## config.mk

```make
export PLATFORM = sky130hd
export DESIGN_NAME = mrsel_host
export DESIGN_NICKNAME = d
export VERILOG_FILES = /design/src/core/mrsel_pkg.sv /design/src/core/mrsel_img_if.sv /design/src/core/mrsel_host.sv /design/src/core/mrsel_img_parser.sv
export VERILOG_INCLUDE_DIRS = /design/src /design/src/core
export SDC_FILE = /design/constraint.sdc
export NUM_CORES = 1
export LEC_CHECK = 0
export CAP_MARGIN = 20
export CORE_AREA = 2 2 109 111
export CTS_CLUSTER_DIAMETER = 200
export DETAILED_ROUTE_END_ITERATION = 10
export DIE_AREA = 0 0 111 113
export DONT_BUFFER_PORTS = 1
export SLEW_MARGIN = 25
export SYNTH_ARGS = -nofsm -noshare
export SYNTH_HDL_FRONTEND = slang
export SYNTH_HIERARCHICAL = 1
export SYNTH_SLANG_ARGS = --single-unit
```

## constraint.sdc

```tcl
create_clock -name clk_i -period 1.7 [get_ports clk_i]
set_input_delay 0.34 -clock clk_i [delete_from_list [all_inputs] [get_ports clk_i]]
set_output_delay 0.34 -clock clk_i [all_outputs]
set_load 0.02 [all_outputs]
```

## src/core/mrsel_params.svh

```systemverilog
// constants for the mask rom host controller: array shape, select code, image characters
// assumes inclusion by the host top, its parser module and the type package
// Overview of operation
// - image words listed ascending from address zero to the top address
// - each image word written msb first, lsb last
// - P means logic 1 high level, N means logic 0 low level
// - in stream form each word sits between B start and F end
// - exactly 8 data characters between B and F, nothing else
`ifndef MRSEL_PARAMS_SVH
`define MRSEL_PARAMS_SVH
`define MRSEL_ADDR_W      11
`define MRSEL_DATA_W      8
`define MRSEL_DEPTH       2048
`define MRSEL_LAST_ADDR   11'h7ff
`define MRSEL_CODE_RESET  3'h0
`define MRSEL_CH_START    8'h42
`define MRSEL_CH_END      8'h46
`define MRSEL_CH_ONE      8'h50
`define MRSEL_CH_ZERO     8'h4e
`define MRSEL_ACCESS_NS   850
`define MRSEL_SETTLE_CYC  ((`MRSEL_ACCESS_NS + 4) / 5)
`endif

```

## src/core/mrsel_pkg.sv

```systemverilog
// types for the mask rom host controller
// assumes mrsel_params.svh for widths
`include "mrsel_params.svh"
package mrsel_pkg;
   typedef logic [`MRSEL_ADDR_W-1:0] mrsel_addr_t;
   typedef logic [`MRSEL_DATA_W-1:0] mrsel_data_t;
   typedef enum logic [1:0] {
      MRSEL_IDLE  = 2'b00,
      MRSEL_DRIVE = 2'b01,
      MRSEL_WAIT  = 2'b10,
      MRSEL_DONE  = 2'b11
   } mrsel_state_t;
   typedef enum logic [2:0] {
      MRSEL_PIDLE = 3'b000,
      MRSEL_PSTRT = 3'b001,
      MRSEL_PDATA = 3'b010,
      MRSEL_PEND  = 3'b011,
      MRSEL_PBAD  = 3'b100
   } mrsel_pstate_t;
endpackage

```

## src/core/mrsel_img_if.sv

```systemverilog
// carries decoded image words from the parser to the host top
// assumes a single clock owned by the instantiating module
`timescale 1ns/1ps
`default_nettype none
interface mrsel_img_if;
   logic       word_valid;
   logic [7:0] word_data;
   logic       field_error;
   modport parser (output word_valid, output word_data, output field_error);
   modport top    (input word_valid, input word_data, input field_error);
endinterface
`default_nettype wire

```

## src/core/mrsel_host.sv

```systemverilog
// host controller driving a 2048 x 8 mask rom with three programmable selects
// optionally checks the rom against a B/P/N/F image stream, word by word
// assumes data pins come from another timing domain and are synchronised here
`timescale 1ns/1ps
`default_nettype none
`include "mrsel_params.svh"
module mrsel_host
   import mrsel_pkg::*;
(
   input  wire logic        clk_i,
   input  wire logic        rst_i,
   input  wire logic        rd_req_i,
   input  wire logic [10:0] rd_addr_i,
   input  wire logic [2:0]  mask_select_code_i,
   input  wire logic        char_valid_i,
   input  wire logic [7:0]  char_i,
   input  wire logic [7:0]  rom_data_i,
   output logic [10:0]      rom_addr_o,
   output logic             select_input_first_o,
   output logic             select_input_second_o,
   output logic             select_input_third_o,
   output logic             rd_busy_o,
   output logic             rd_valid_o,
   output logic [7:0]       rd_data_o,
   output logic             img_mismatch_o,
   output logic             img_error_o,
   output logic             img_done_o
);
   localparam logic [7:0] SETTLE = 8'(`MRSEL_SETTLE_CYC);
   mrsel_state_t st_reg, st_next;
   logic [7:0]  wait_reg;
   logic [7:0]  s1_reg, s2_reg;
   logic [10:0] img_addr_reg;
   logic        img_done_reg, chk_pend_reg, chk_src_reg;
   logic [7:0]  chk_word_reg;
   mrsel_img_if img();

   mrsel_img_parser u_parser (
      .clk_i        (clk_i),
      .rst_i        (rst_i),
      .char_valid_i (char_valid_i),
      .char_i       (char_i),
      .img          (img)
   );

   // image word requests pre-empt user reads only when the engine is idle
   wire start_img = (st_reg == MRSEL_IDLE) && chk_pend_reg;
   wire start_usr = (st_reg == MRSEL_IDLE) && !chk_pend_reg && rd_req_i;
   wire settled   = wait_reg == 8'h00;

   always_comb begin
      st_next = st_reg;
      unique case (st_reg)
         MRSEL_IDLE:  if (start_img || start_usr) st_next = MRSEL_DRIVE;
         MRSEL_DRIVE: st_next = MRSEL_WAIT;
         MRSEL_WAIT:  if (settled) st_next = MRSEL_DONE;
         MRSEL_DONE:  st_next = MRSEL_IDLE;
      endcase
   end

   // data pins are asynchronous to us, so two flops before any use
   always_ff @(posedge clk_i) begin
      if (rst_i) begin
         s1_reg <= 8'h00;
         s2_reg <= 8'h00;
      end else begin
         s1_reg <= rom_data_i;
         s2_reg <= s1_reg;
      end
   end

   // address and select pins held steady for the whole access
   always_ff @(posedge clk_i) begin
      if (rst_i) begin
         st_reg                <= MRSEL_IDLE;
         wait_reg              <= 8'h00;
         rom_addr_o            <= 11'h000;
         select_input_first_o  <= 1'b1;
         select_input_second_o <= 1'b1;
         select_input_third_o  <= 1'b1;
         chk_src_reg           <= 1'b0;
      end else begin
         st_reg <= st_next;
         if (start_img || start_usr) begin
            rom_addr_o  <= start_img ? img_addr_reg : rd_addr_i;
            chk_src_reg <= start_img;
            wait_reg    <= SETTLE; // settle time plus sync latency covered below
            // drive the code so the rom selects: msb to third, lsb to first
            select_input_third_o  <= mask_select_code_i[2];
            select_input_second_o <= mask_select_code_i[1];
            select_input_first_o  <= mask_select_code_i[0];
         end else if (st_reg == MRSEL_WAIT && !settled) begin
            wait_reg <= wait_reg - 8'h01;
         end else if (st_reg == MRSEL_DONE) begin
            // inverted code deselects, releasing the shared bus
            select_input_third_o  <= ~mask_select_code_i[2];
            select_input_second_o <= ~mask_select_code_i[1];
            select_input_first_o  <= ~mask_select_code_i[0];
         end
      end
   end

   // one pending image word at a time; stream source must pace itself on busy
   always_ff @(posedge clk_i) begin
      if (rst_i) begin
         rd_valid_o     <= 1'b0;
         rd_data_o      <= 8'h00;
         rd_busy_o      <= 1'b0;
         img_mismatch_o <= 1'b0;
         img_error_o    <= 1'b0;
         img_done_o     <= 1'b0;
         img_done_reg   <= 1'b0;
         img_addr_reg   <= 11'h000;
         chk_pend_reg   <= 1'b0;
         chk_word_reg   <= 8'h00;
      end else begin
         rd_busy_o  <= (st_next != MRSEL_IDLE) || chk_pend_reg;
         rd_valid_o <= (st_reg == MRSEL_DONE) && !chk_src_reg;
         if (st_reg == MRSEL_DONE && !chk_src_reg) rd_data_o <= s2_reg;
         if (img.field_error) img_error_o <= 1'b1;
         if (img.word_valid && !img_done_reg) begin
            chk_pend_reg <= 1'b1;
            chk_word_reg <= img.word_data;
         end else if (start_img) begin
            chk_pend_reg <= 1'b0;
         end
         if (st_reg == MRSEL_DONE && chk_src_reg) begin
            if (s2_reg != chk_word_reg) img_mismatch_o <= 1'b1;
            if (img_addr_reg == `MRSEL_LAST_ADDR) img_done_reg <= 1'b1;
            img_addr_reg <= img_addr_reg + 11'h001;
         end
         img_done_o <= img_done_reg;
      end
   end
endmodule
`default_nettype wire

```

## src/core/mrsel_img_parser.sv

```systemverilog
// parses a B/P/N/F character stream into image words
// assumes characters arrive one per valid cycle from same-clock logic
`timescale 1ns/1ps
`default_nettype none
`include "mrsel_params.svh"
module mrsel_img_parser
   import mrsel_pkg::*;
(
   input  wire logic        clk_i,
   input  wire logic        rst_i,
   input  wire logic        char_valid_i,
   input  wire logic [7:0]  char_i,
   mrsel_img_if.parser      img
);
   mrsel_pstate_t st_reg, st_next;
   logic [7:0] sh_reg;
   logic [3:0] cnt_reg;
   logic       wv_reg;
   wire is_b = char_i == `MRSEL_CH_START;
   wire is_f = char_i == `MRSEL_CH_END;
   wire is_p = char_i == `MRSEL_CH_ONE;
   wire is_n = char_i == `MRSEL_CH_ZERO;
   wire full = cnt_reg == 4'h8;
   // comments between fields are skipped; inside a field only P/N then F is legal
   always_comb begin
      st_next = st_reg;
      if (char_valid_i) begin
         unique case (st_reg)
            MRSEL_PIDLE, MRSEL_PEND, MRSEL_PBAD: begin
               st_next = is_b ? MRSEL_PSTRT : MRSEL_PIDLE;
            end
            MRSEL_PSTRT, MRSEL_PDATA: begin
               if (is_f && full) st_next = MRSEL_PEND;
               else if ((is_p || is_n) && !full) st_next = MRSEL_PDATA;
               else st_next = MRSEL_PBAD;
            end
            default: st_next = MRSEL_PIDLE;
         endcase
      end
   end
   // first data character lands in the msb after eight shifts
   always_ff @(posedge clk_i) begin
      if (rst_i) begin
         st_reg  <= MRSEL_PIDLE;
         sh_reg  <= 8'h00;
         cnt_reg <= 4'h0;
         wv_reg  <= 1'b0;
      end else begin
         st_reg <= st_next;
         // one pulse per field; the end state lingers until the next character
         wv_reg <= char_valid_i && st_next == MRSEL_PEND;
         if (char_valid_i && st_next == MRSEL_PSTRT) cnt_reg <= 4'h0;
         if (char_valid_i && st_next == MRSEL_PDATA) begin
            sh_reg  <= {sh_reg[6:0], is_p};
            cnt_reg <= cnt_reg + 4'h1;
         end
      end
   end
   assign img.word_valid  = wv_reg;
   assign img.word_data   = sh_reg;
   assign img.field_error = (st_reg == MRSEL_PBAD);
endmodule
`default_nettype wire

```

==> results.py, run 1 <==
metrics = {
    "status": {
        "status": "finished, violations left",
        "failed_checks": "setup timing",
    },
    "final_layout": {
        "n_antenna_cell": 0,
        "instances_no_fill": 603,
        "layout.nets": 498,
        "multi_input_area_um2": 2070,
        "regArea_um2": 1830,
        "synthToLayoutAreaGrowth_pct": 20.1,
        "fin_util_pct": 41.3,
        "fill_cells": 1109,
        "final_area_um2": 4650,
        "drive_above_1_share_pct": 20.2,
    },
    "synthesis": {
        "synth_fp_nets": 482,
        "synth_edf_count": 0,
        "synth_xor_area_share_pct": 5.88,
        "synth_area_leaders": "dfxtp_1, nand2_1, a21oi_1, xor2_1, nand3_1",
        "yosys_most_used_dff": "dfxtp_1",
        "avgSynthCellArea_um2": 8.82,
        "synth_cell_types": 54,
        "synth_compound_area_share_pct": 14.4,
        "ys_seq_area_share_pct": 47.0,
        "async_flop_share_pct": 0,
        "synth_top_cell_area_share_pct": 47.0,
        "synth_simple_gate_area_share_pct": 25.8,
        "synthMuxAreaShare_pct": 0.291,
        "synth_top_family_by_area": "simple AND/OR/NAND/NOR gates",
        "postSynthCellCount": 439,
        "synthesis.area_um2": 3870,
        "yosysTopAreaCell": "dfxtp_1",
        "yosys_warnings": 6,
        "synthAdderAreaFrac_pct": 2.91,
        "synth_seq_cells": 91,
    },
    "setup_path": {
        "worstSetupPathType": "reg2reg",
        "end_kind": "flop",
        "start_kind": "flop",
        "crit_required_ps": 1960,
        "crit_fanout": 6,
        "crit_arrival_ps": 2070,
    },
    "sta": {
        "setup_slack_ps": -115,
        "setup_violations": 14,
        "finalCritPeriodShare_pct": 107,
        "finalHoldViolCount": 0,
        "fmax_ghz": 0.551,
        "worst_pin_slew_ps": 457,
        "max_slew_margin_pct": 69.5,
        "post-route-min-period_ps": 1820,
        "tns_ps": -782,
        "rsz0062_at_grt": "yes",
        "fin_skew_ps": 11.6,
        "drv_slew": 0,
    },
    "cts": {
        "clockBufferDepth": 2,
        "clkLatencyLatePin_ps": 330,
        "cts_root_buf": "clkbuf_16",
        "clock-sinks": 91,
        "cts_tree": "built",
        "h-tree-depth": 3,
        "postCtsHoldBufs": 0,
        "numCtsBuffers": 9,
        "clk_pin_slew_ps": 70,
    },
    "placed_design": {
        "gp_congestion": 0.773,
        "place_area_um2": 4160,
        "dp_hpwl_um": 5700,
        "port-buffer-count": 0,
        "place_inst": 582,
    },
    "power": {
        "power_mw": 5.73,
        "power.density_nw_per_um2": 1230,
        "leakagePower_nw": 1.68,
        "vdd_drop_max_mv": 0.846,
    },
    "drt": {
        "drc": 0,
        "ant_nets": 0,
        "num_vias": 3069,
        "viasPerCell": 5.09,
        "routedWlPerCell_um": 13.9,
        "wl_um": 8380,
        "initialDrtViolationCount": 174,
        "drt_pass1_iterations": 4,
    },
    "worst_hold_path": {
        "hold_path_class": "in2reg",
    },
    "flow_run": {
        "maxCapViolCount": 0,
    },
    "die": {
        "start_util_pct": 34.4,
        "row_count": 39,
        "die_h_um": 113,
        "ioPinCount": 61,
        "die_w_um": 111,
        "core_area_um2": 11300,
        "die_area_um2": 12500,
    },
    "grt": {
        "overflow": 0,
        "grt_usage_pct": 13.3,
        "grt_pass1_vias": 2955,
        "grt_pass1_wl_um": 13900,
        "antenna_found_initial": 0,
        "grt_max_degree": 96,
    },
}
## cells in the mapped netlist, types with 3 or more instances
master	count
xnor2_1	8
nor2b_1	20
nand2b_1	9
nor3_2	3
nor2_1	30
o211ai_1	4
clkbuf_1	18
nand4_1	3
nand2_1	57
or3_1	3
ha_1	9
dfxtp_1	91
nor4_1	3
nand3_1	25
a21oi_1	40
inv_1	9
nor3b_1	3
nor3_1	7
o21ai_0	16
xor2_1	18
a311oi_1	11
buf_2	5
## routing by layer
metal / routed length, µm / track usage (%) / vias to the layer above / share of wire (%)
li1: - / - / 1564 / -
met4: 84 / 4.58 / 0 / 1.0
met5: 0 / 0 / - / 0
met1: 4050 / 17.8 / 1440 / 48
met2: 3930 / 21.3 / 59 / 47
met3: 313 / 3.05 / 6 / 3.7
## report_power, final
group	switching (mW)	internal (mW)
clock network	0.857	1.00
registers	0.264	2.33
logic	0.662	0.611
## layout make-up
class | instances | share of cell area, %
timing repair buffer | 31 | 5.68
clock buffer | 9 | 4.84
tap | 143 | 3.85
sequential | 91 | 39.3
clock inverter | 7 | 1.13
multi-input combinational | 313 | 44.5
inverter | 9 | 0.726
## placed cells by master, fill, tap and decap left out, drive strengths merged, types with 3 or more instances in the layout
master	n
clkinv	5
nor3b	3
o31ai	3
or4	3
nor2b	20
xor2	18
nor4	4
nand2b	9
dfxtp	91
buf	31
ha	9
nor2	30
inv	11
nor3	10
o21ai	19
nand4	3
o211ai	4
or4b	3
xnor2	8
a311oi	11
nand3	25
a21oi	40
clkbuf	9
or3	3
nand2	57
## path summary, 6_finish.rpt
kind         slack [ps]  cells past startpoint                start                  end
max reg2reg        -120                      8  u_parser/cnt_reg[0]  u_parser/cnt_reg[0]
max                -120                      8  u_parser/cnt_reg[0]  u_parser/cnt_reg[0]
min reg2reg         440                      1            s1_reg[1]            s2_reg[1]
min                  80                      1                rst_i       rom_addr_o[10]
## cell families (layout without fill, tap and decap cells)
family | Yosys count | in the layout
AND/OR/NAND/NOR | 188 | 188
flip-flops | 91 | 91
AO/OA/AOI/OAI | 89 | 89
buffers and inverters | 35 | 56
XOR/XNOR | 26 | 26
adder cells (fa/ha/maj) | 9 | 9
multiplexers | 1 | 1
## per-stage QoR
| step | worst slack [ps] | hold slack [ps] |
|---|---|---|
| after global placement | -175 | 418 |
| after CTS | -118 | 48.9 |
| final | -115 | 79.2 |
| after floorplan | -116 | 414 |
| after global routing | -204 | 66.0 |
| after detailed placement | -218 | 421 |
## critical path: stages, from the launching register on
cell and delay [ps]:
dfxtp_2 340, inv_2 50, ha_4 140, and3b_2 260, and3b_2 260, o31ai_4 270
buf_6 180, o211ai_1 90, a21oi_1 160
## repair_timing
| item | CTS | global route |
|---|---|---|
| endpoints found under the setup margin | 16 | 34 |
| pin swaps | 15 | 11 |
| cloned | 1 | 0 |
| buffers inserted | 3 | 1 |
| resized for setup | 39 | 17 |
No activity file was read; power rests on OpenSTA's default activity.
==> inputs of run 2 (changes only) <==
==> constraint.sdc (replaced) <==
create_clock -name clk_i -period 1.7 [get_ports clk_i]
set_input_delay 0.51 -clock clk_i [delete_from_list [all_inputs] [get_ports clk_i]]
set_output_delay 0.51 -clock clk_i [all_outputs]
set_load 0.02 [all_outputs]
==> results.py, run 2 (synthesis gave the netlist of run 1 again) <==
metrics = {
    "status": {
        "status": "finished, violations left",
        "failed_checks": "setup timing",
    },
    "cts": {
        "h-tree-depth": 3,
        "numCtsBuffers": 9,
        "clock-sinks": 91,
        "cts_root_buf": "clkbuf_16",
        "postCtsHoldBufs": 0,
        "clk_pin_slew_ps": 70,
        "clkLatencyLatePin_ps": 330,
        "clockBufferDepth": 2,
        "cts_tree": "built",
    },
    "worst_hold_path": {
        "hold_path_end": "wait_reg[1]",
        "worst_hold_path.num_cells": 1,
        "hold_path_class": "in2reg",
        "hold_start": "rst_i",
    },
    "grt": {
        "grt_pass1_vias": 2979,
        "grt_max_degree": 96,
        "overflow": 0,
        "antenna_found_initial": 0,
        "grt_usage_pct": 13.0,
        "grt_pass1_wl_um": 13700,
    },
    "setup_path": {
        "crit_chain": "or4b_4 -> buf_6 -> nor3_4 -> o31a_1 -> buf_6 -> nand3_2 -> a21oi_2",
        "ff2ff_setup_slack_ps": -100,
        "end_kind": "flop",
        "crit_fanout": 5,
        "slowest_delay_ps": 530,
        "crit_arrival_ps": 2120,
        "r2r-end": "u_parser/img.word_data[5]",
        "start_kind": "input pin",
        "worst_path_max_delay_cell": "or4b_4",
        "r2r_start": "u_parser/cnt_reg[0]",
        "worstSetupPathType": "in2reg",
        "crit_required_ps": 1960,
        "r2r_cells": 9,
        "worst_path_most_repeated_cell": "buf_6",
    },
    "sta": {
        "finalCritPeriodShare_pct": 109,
        "drv_slew": 0,
        "max_slew_margin_pct": 68.7,
        "hold_ws_ps": 239,
        "worst_pin_slew_ps": 469,
        "finalHoldViolCount": 0,
        "setup_violations": 13,
        "setup_slack_ps": -159,
        "post-route-min-period_ps": 1860,
        "fin_skew_ps": 10.0,
        "fmax_ghz": 0.538,
        "rsz0062_at_grt": "yes",
    },
    "drt": {
        "num_vias": 3108,
        "drc": 0,
        "routedWlPerCell_um": 13.6,
        "ant_nets": 0,
        "wl_um": 8440,
        "drt_pass1_iterations": 4,
        "viasPerCell": 5.02,
        "initialDrtViolationCount": 257,
    },
    "power": {
        "vdd_drop_max_mv": 0.716,
        "leakagePower_nw": 1.76,
        "power.density_nw_per_um2": 1210,
    },
    "die": {
        "die_area_um2": 12500,
        "row_count": 39,
        "die_h_um": 113,
        "core_area_um2": 11300,
        "die_w_um": 111,
        "start_util_pct": 34.4,
        "ioPinCount": 61,
    },
    "final_layout": {
        "n_antenna_cell": 0,
        "synthToLayoutAreaGrowth_pct": 24.3,
        "layout.nets": 514,
        "final_common_cell": "dfxtp_1",
        "drive_above_1_share_pct": 22.9,
        "final_cell_mix": "dfxtp_1, nand2_1, buf_4",
    },
    "placed_design": {
        "port-buffer-count": 0,
        "dp_hpwl_um": 5580,
        "gp_congestion": 0.805,
        "dp_worst_setup_slack_ps": -459,
    },
    "flow_run": {
        "maxCapViolCount": 0,
    },
}
[run 2: per-stage QoR]
step                utilization (%)  std cells  area [µm²]  total power [mW]  TNS [ps]
CTS                            41.6        618        4690              5.77      -710
finish                         42.7        619        4810              5.81     -1350
global placement               37.0        586        4170              3.71     -3880
global route                   42.7        619        4810              6.13     -1840
floorplan                         -        439        3880              3.45     -3450
detailed placement             37.0        586        4170              3.75     -4890
[run 2: how the worst max path moves through the flow]
stage                         from                   endpoint  slack, ps  depth (start not counted)
2_1_floorplan            char_i[5]  u_parser/img.word_data[0]       -290                          5
3_5_place_dp             char_i[7]        u_parser/cnt_reg[3]       -460                          7
5_1_grt        u_parser/cnt_reg[0]  u_parser/img.word_data[3]       -170                          9
4_1_cts        u_parser/cnt_reg[0]         u_parser/st_reg[2]        -70                          7
6_report                 char_i[7]  u_parser/img.word_data[5]       -160                          7
3_3_place_gp             char_i[7]  u_parser/img.word_data[0]       -330                          6
[run 2: cell type report]
class / instances / area (µm²)
Tap cell: 143 / 179
Timing Repair Buffer: 47 / 399
Inverter: 9 / 33.8
Clock buffer: 9 / 225
Clock inverter: 7 / 76.3
Fill cell: 1118 / 6460
Sequential cell: 91 / 1830
Multi-Input combinational cell: 313 / 2070
[run 2: routing by layer]
layer | vias to the layer above | part of all wire (%) | track usage [%]
met5 | - | 0 | 0
met4 | 0 | 1.3 | 4.25
met3 | 8 | 3.7 | 2.46
met2 | 52 | 48 | 21.3
met1 | 1450 | 47 | 17.5
li1 | 1598 | - | -
[run 2: repair_timing]
action                     4_1_cts  5_1_grt
setup buffers                   16        3
pin swaps                       13       13
gates cloned                     1        0
resized for setup               35       25
setup endpoints to repair       15       32
[run 2: where the power goes]
| part | total (mW) | internal, mW | switching [mW] |
|---|---|---|---|
| Clock | 1.96 | 1.05 | 0.910 |
| Combinational | 1.26 | 0.611 | 0.647 |
| Sequential | 2.59 | 2.33 | 0.264 |
| Total | 5.81 | 3.99 | 1.82 |
[run 2: worst max-delay path, delay by kind of cell]
family	cells	cell delay [ps]
simple gates	3	900
compound gates	2	420
buf+inv	2	300
==> inputs of run 3 (changes only) <==
SETUP_SLACK_MARGIN = 0.05   (was default)
==> results.py, run 3 (synthesis gave the netlist of run 1 again) <==
metrics = {
    "setup_path": {
        "start_kind": "flop",
        "crit_required_ps": 1970,
        "r2r-end": "u_parser/img.word_data[0]",
        "worstSetupPathType": "reg2reg",
        "crit_fanout": 5,
        "end_kind": "flop",
        "r2r_start": "u_parser/cnt_reg[0]",
        "crit_arrival_ps": 2140,
        "r2r_cells": 8,
        "ff2ff_setup_slack_ps": -170,
    },
    "drt": {
        "routedWlPerCell_um": 13.7,
        "drt_pass1_iterations": 4,
        "wl_um": 8280,
        "ant_nets": 0,
        "drc": 0,
        "initialDrtViolationCount": 171,
        "num_vias": 3054,
        "viasPerCell": 5.05,
    },
    "cts": {
        "numCtsBuffers": 9,
        "h-tree-depth": 3,
        "cts_tree": "built",
        "clockBufferDepth": 2,
        "clock-sinks": 91,
        "clk_pin_slew_ps": 70,
        "clkLatencyLatePin_ps": 340,
        "cts_root_buf": "clkbuf_16",
    },
    "die": {
        "core_area_um2": 11300,
        "row_count": 39,
        "die_h_um": 113,
        "die_w_um": 111,
        "ioPinCount": 61,
        "die_area_um2": 12500,
        "start_util_pct": 34.4,
    },
    "power": {
        "power.density_nw_per_um2": 1260,
        "leakagePower_nw": 1.68,
        "power_mw": 5.89,
        "vdd_drop_max_mv": 0.888,
    },
    "grt": {
        "grt_max_degree": 96,
        "overflow": 0,
        "grt_pass1_wl_um": 13500,
        "antenna_found_initial": 0,
        "grt_pass1_vias": 2930,
        "grt_usage_pct": 13.1,
    },
    "final_layout": {
        "synthToLayoutAreaGrowth_pct": 20.6,
        "final_area_um2": 4670,
        "drive_above_1_share_pct": 20.6,
        "final_cell_mix": "dfxtp_1, nand2_1, a21oi_1",
        "final_common_cell": "dfxtp_1",
        "layout.nets": 500,
        "n_antenna_cell": 0,
    },
    "placed_design": {
        "gp_congestion": 0.829,
        "port-buffer-count": 0,
        "dp_hpwl_um": 5650,
        "place_area_um2": 4160,
    },
    "sta": {
        "setup_violations": 13,
        "finalHoldViolCount": 0,
        "fmax_ghz": 0.535,
        "rsz0062_at_grt": "yes",
        "hold_ws_ps": 232,
        "tns_ps": -1110,
        "setup_slack_ps": -168,
        "max_slew_margin_pct": 70.3,
        "finalCritPeriodShare_pct": 110,
        "post-route-min-period_ps": 1870,
        "drv_slew": 0,
        "worst_pin_slew_ps": 444,
        "fin_skew_ps": 9.05,
    },
    "worst_hold_path": {
        "worst_hold_path.num_cells": 1,
        "hold_path_class": "in2reg",
        "hold_start": "rst_i",
        "hold_path_end": "wait_reg[0]",
    },
    "flow_run": {
        "maxCapViolCount": 0,
    },
    "status": {
        "failed_checks": "setup timing",
        "status": "finished, violations left",
    },
}
[run 3: final cells by class]
class                           count  area, µm²
Multi-Input combinational cell    313       2060
Tap cell                          143        179
Sequential cell                    91       1830
Fill cell                        1138       6600
Inverter                            9       33.8
Clock inverter                      7       76.3
Timing Repair Buffer               33        270
Clock buffer                        9        225
[run 3: through the flow]
stage               setup slack, ps  std cells  util [%]
floorplan                      -285        439         -
global placement               -330        584      36.9
detailed placement             -379        584      36.9
CTS                            -151        603      40.3
global route                   -272        605      41.5
finish                         -168        605      41.5
[run 3: worst max-delay path: stages (launching register included)]
cell and delay, ps:
dfxtp_2 340, inv_2 50, ha_4 140, and3b_2 220
buf_6 130, nor3_4 230, o31ai_4 140, or4_1 420
a21oi_1 140
[run 3: power by group]
part	leakage, nW	switching [mW]	total [mW]	internal [mW]
clock	0.149	0.943	1.99	1.05
sequential	0.744	0.260	2.59	2.33
combinational	0.792	0.676	1.31	0.632
total	1.68	1.88	5.89	4.01
[run 3: worst max path at each step]
stage                         from                        end  cells after the start
2_1_floorplan            char_i[5]  u_parser/img.word_data[0]                      5
3_3_place_gp             char_i[5]  u_parser/img.word_data[0]                      5
3_5_place_dp             char_i[5]  u_parser/img.word_data[0]                      5
4_1_cts        u_parser/cnt_reg[0]        u_parser/cnt_reg[1]                      8
5_1_grt        u_parser/cnt_reg[0]  u_parser/img.word_data[0]                      7
6_report       u_parser/cnt_reg[0]  u_parser/img.word_data[0]                      8
[run 3: layer usage]
metal	vias up	part of all wire (%)	track usage [%]
li1	1562	-	-
met1	1423	47	16.7
met2	63	47	21.5
met3	6	4.7	3.48
met4	0	0.99	4.67
met5	-	0	0
[run 3: repair_timing]
item                       4_1_cts  5_1_grt
setup buffers                    2        1
setup endpoints to repair       19       39
gates cloned                     1        1
pin swaps                        7        7
gates resized for setup         24       28
hold buffers                     0        0
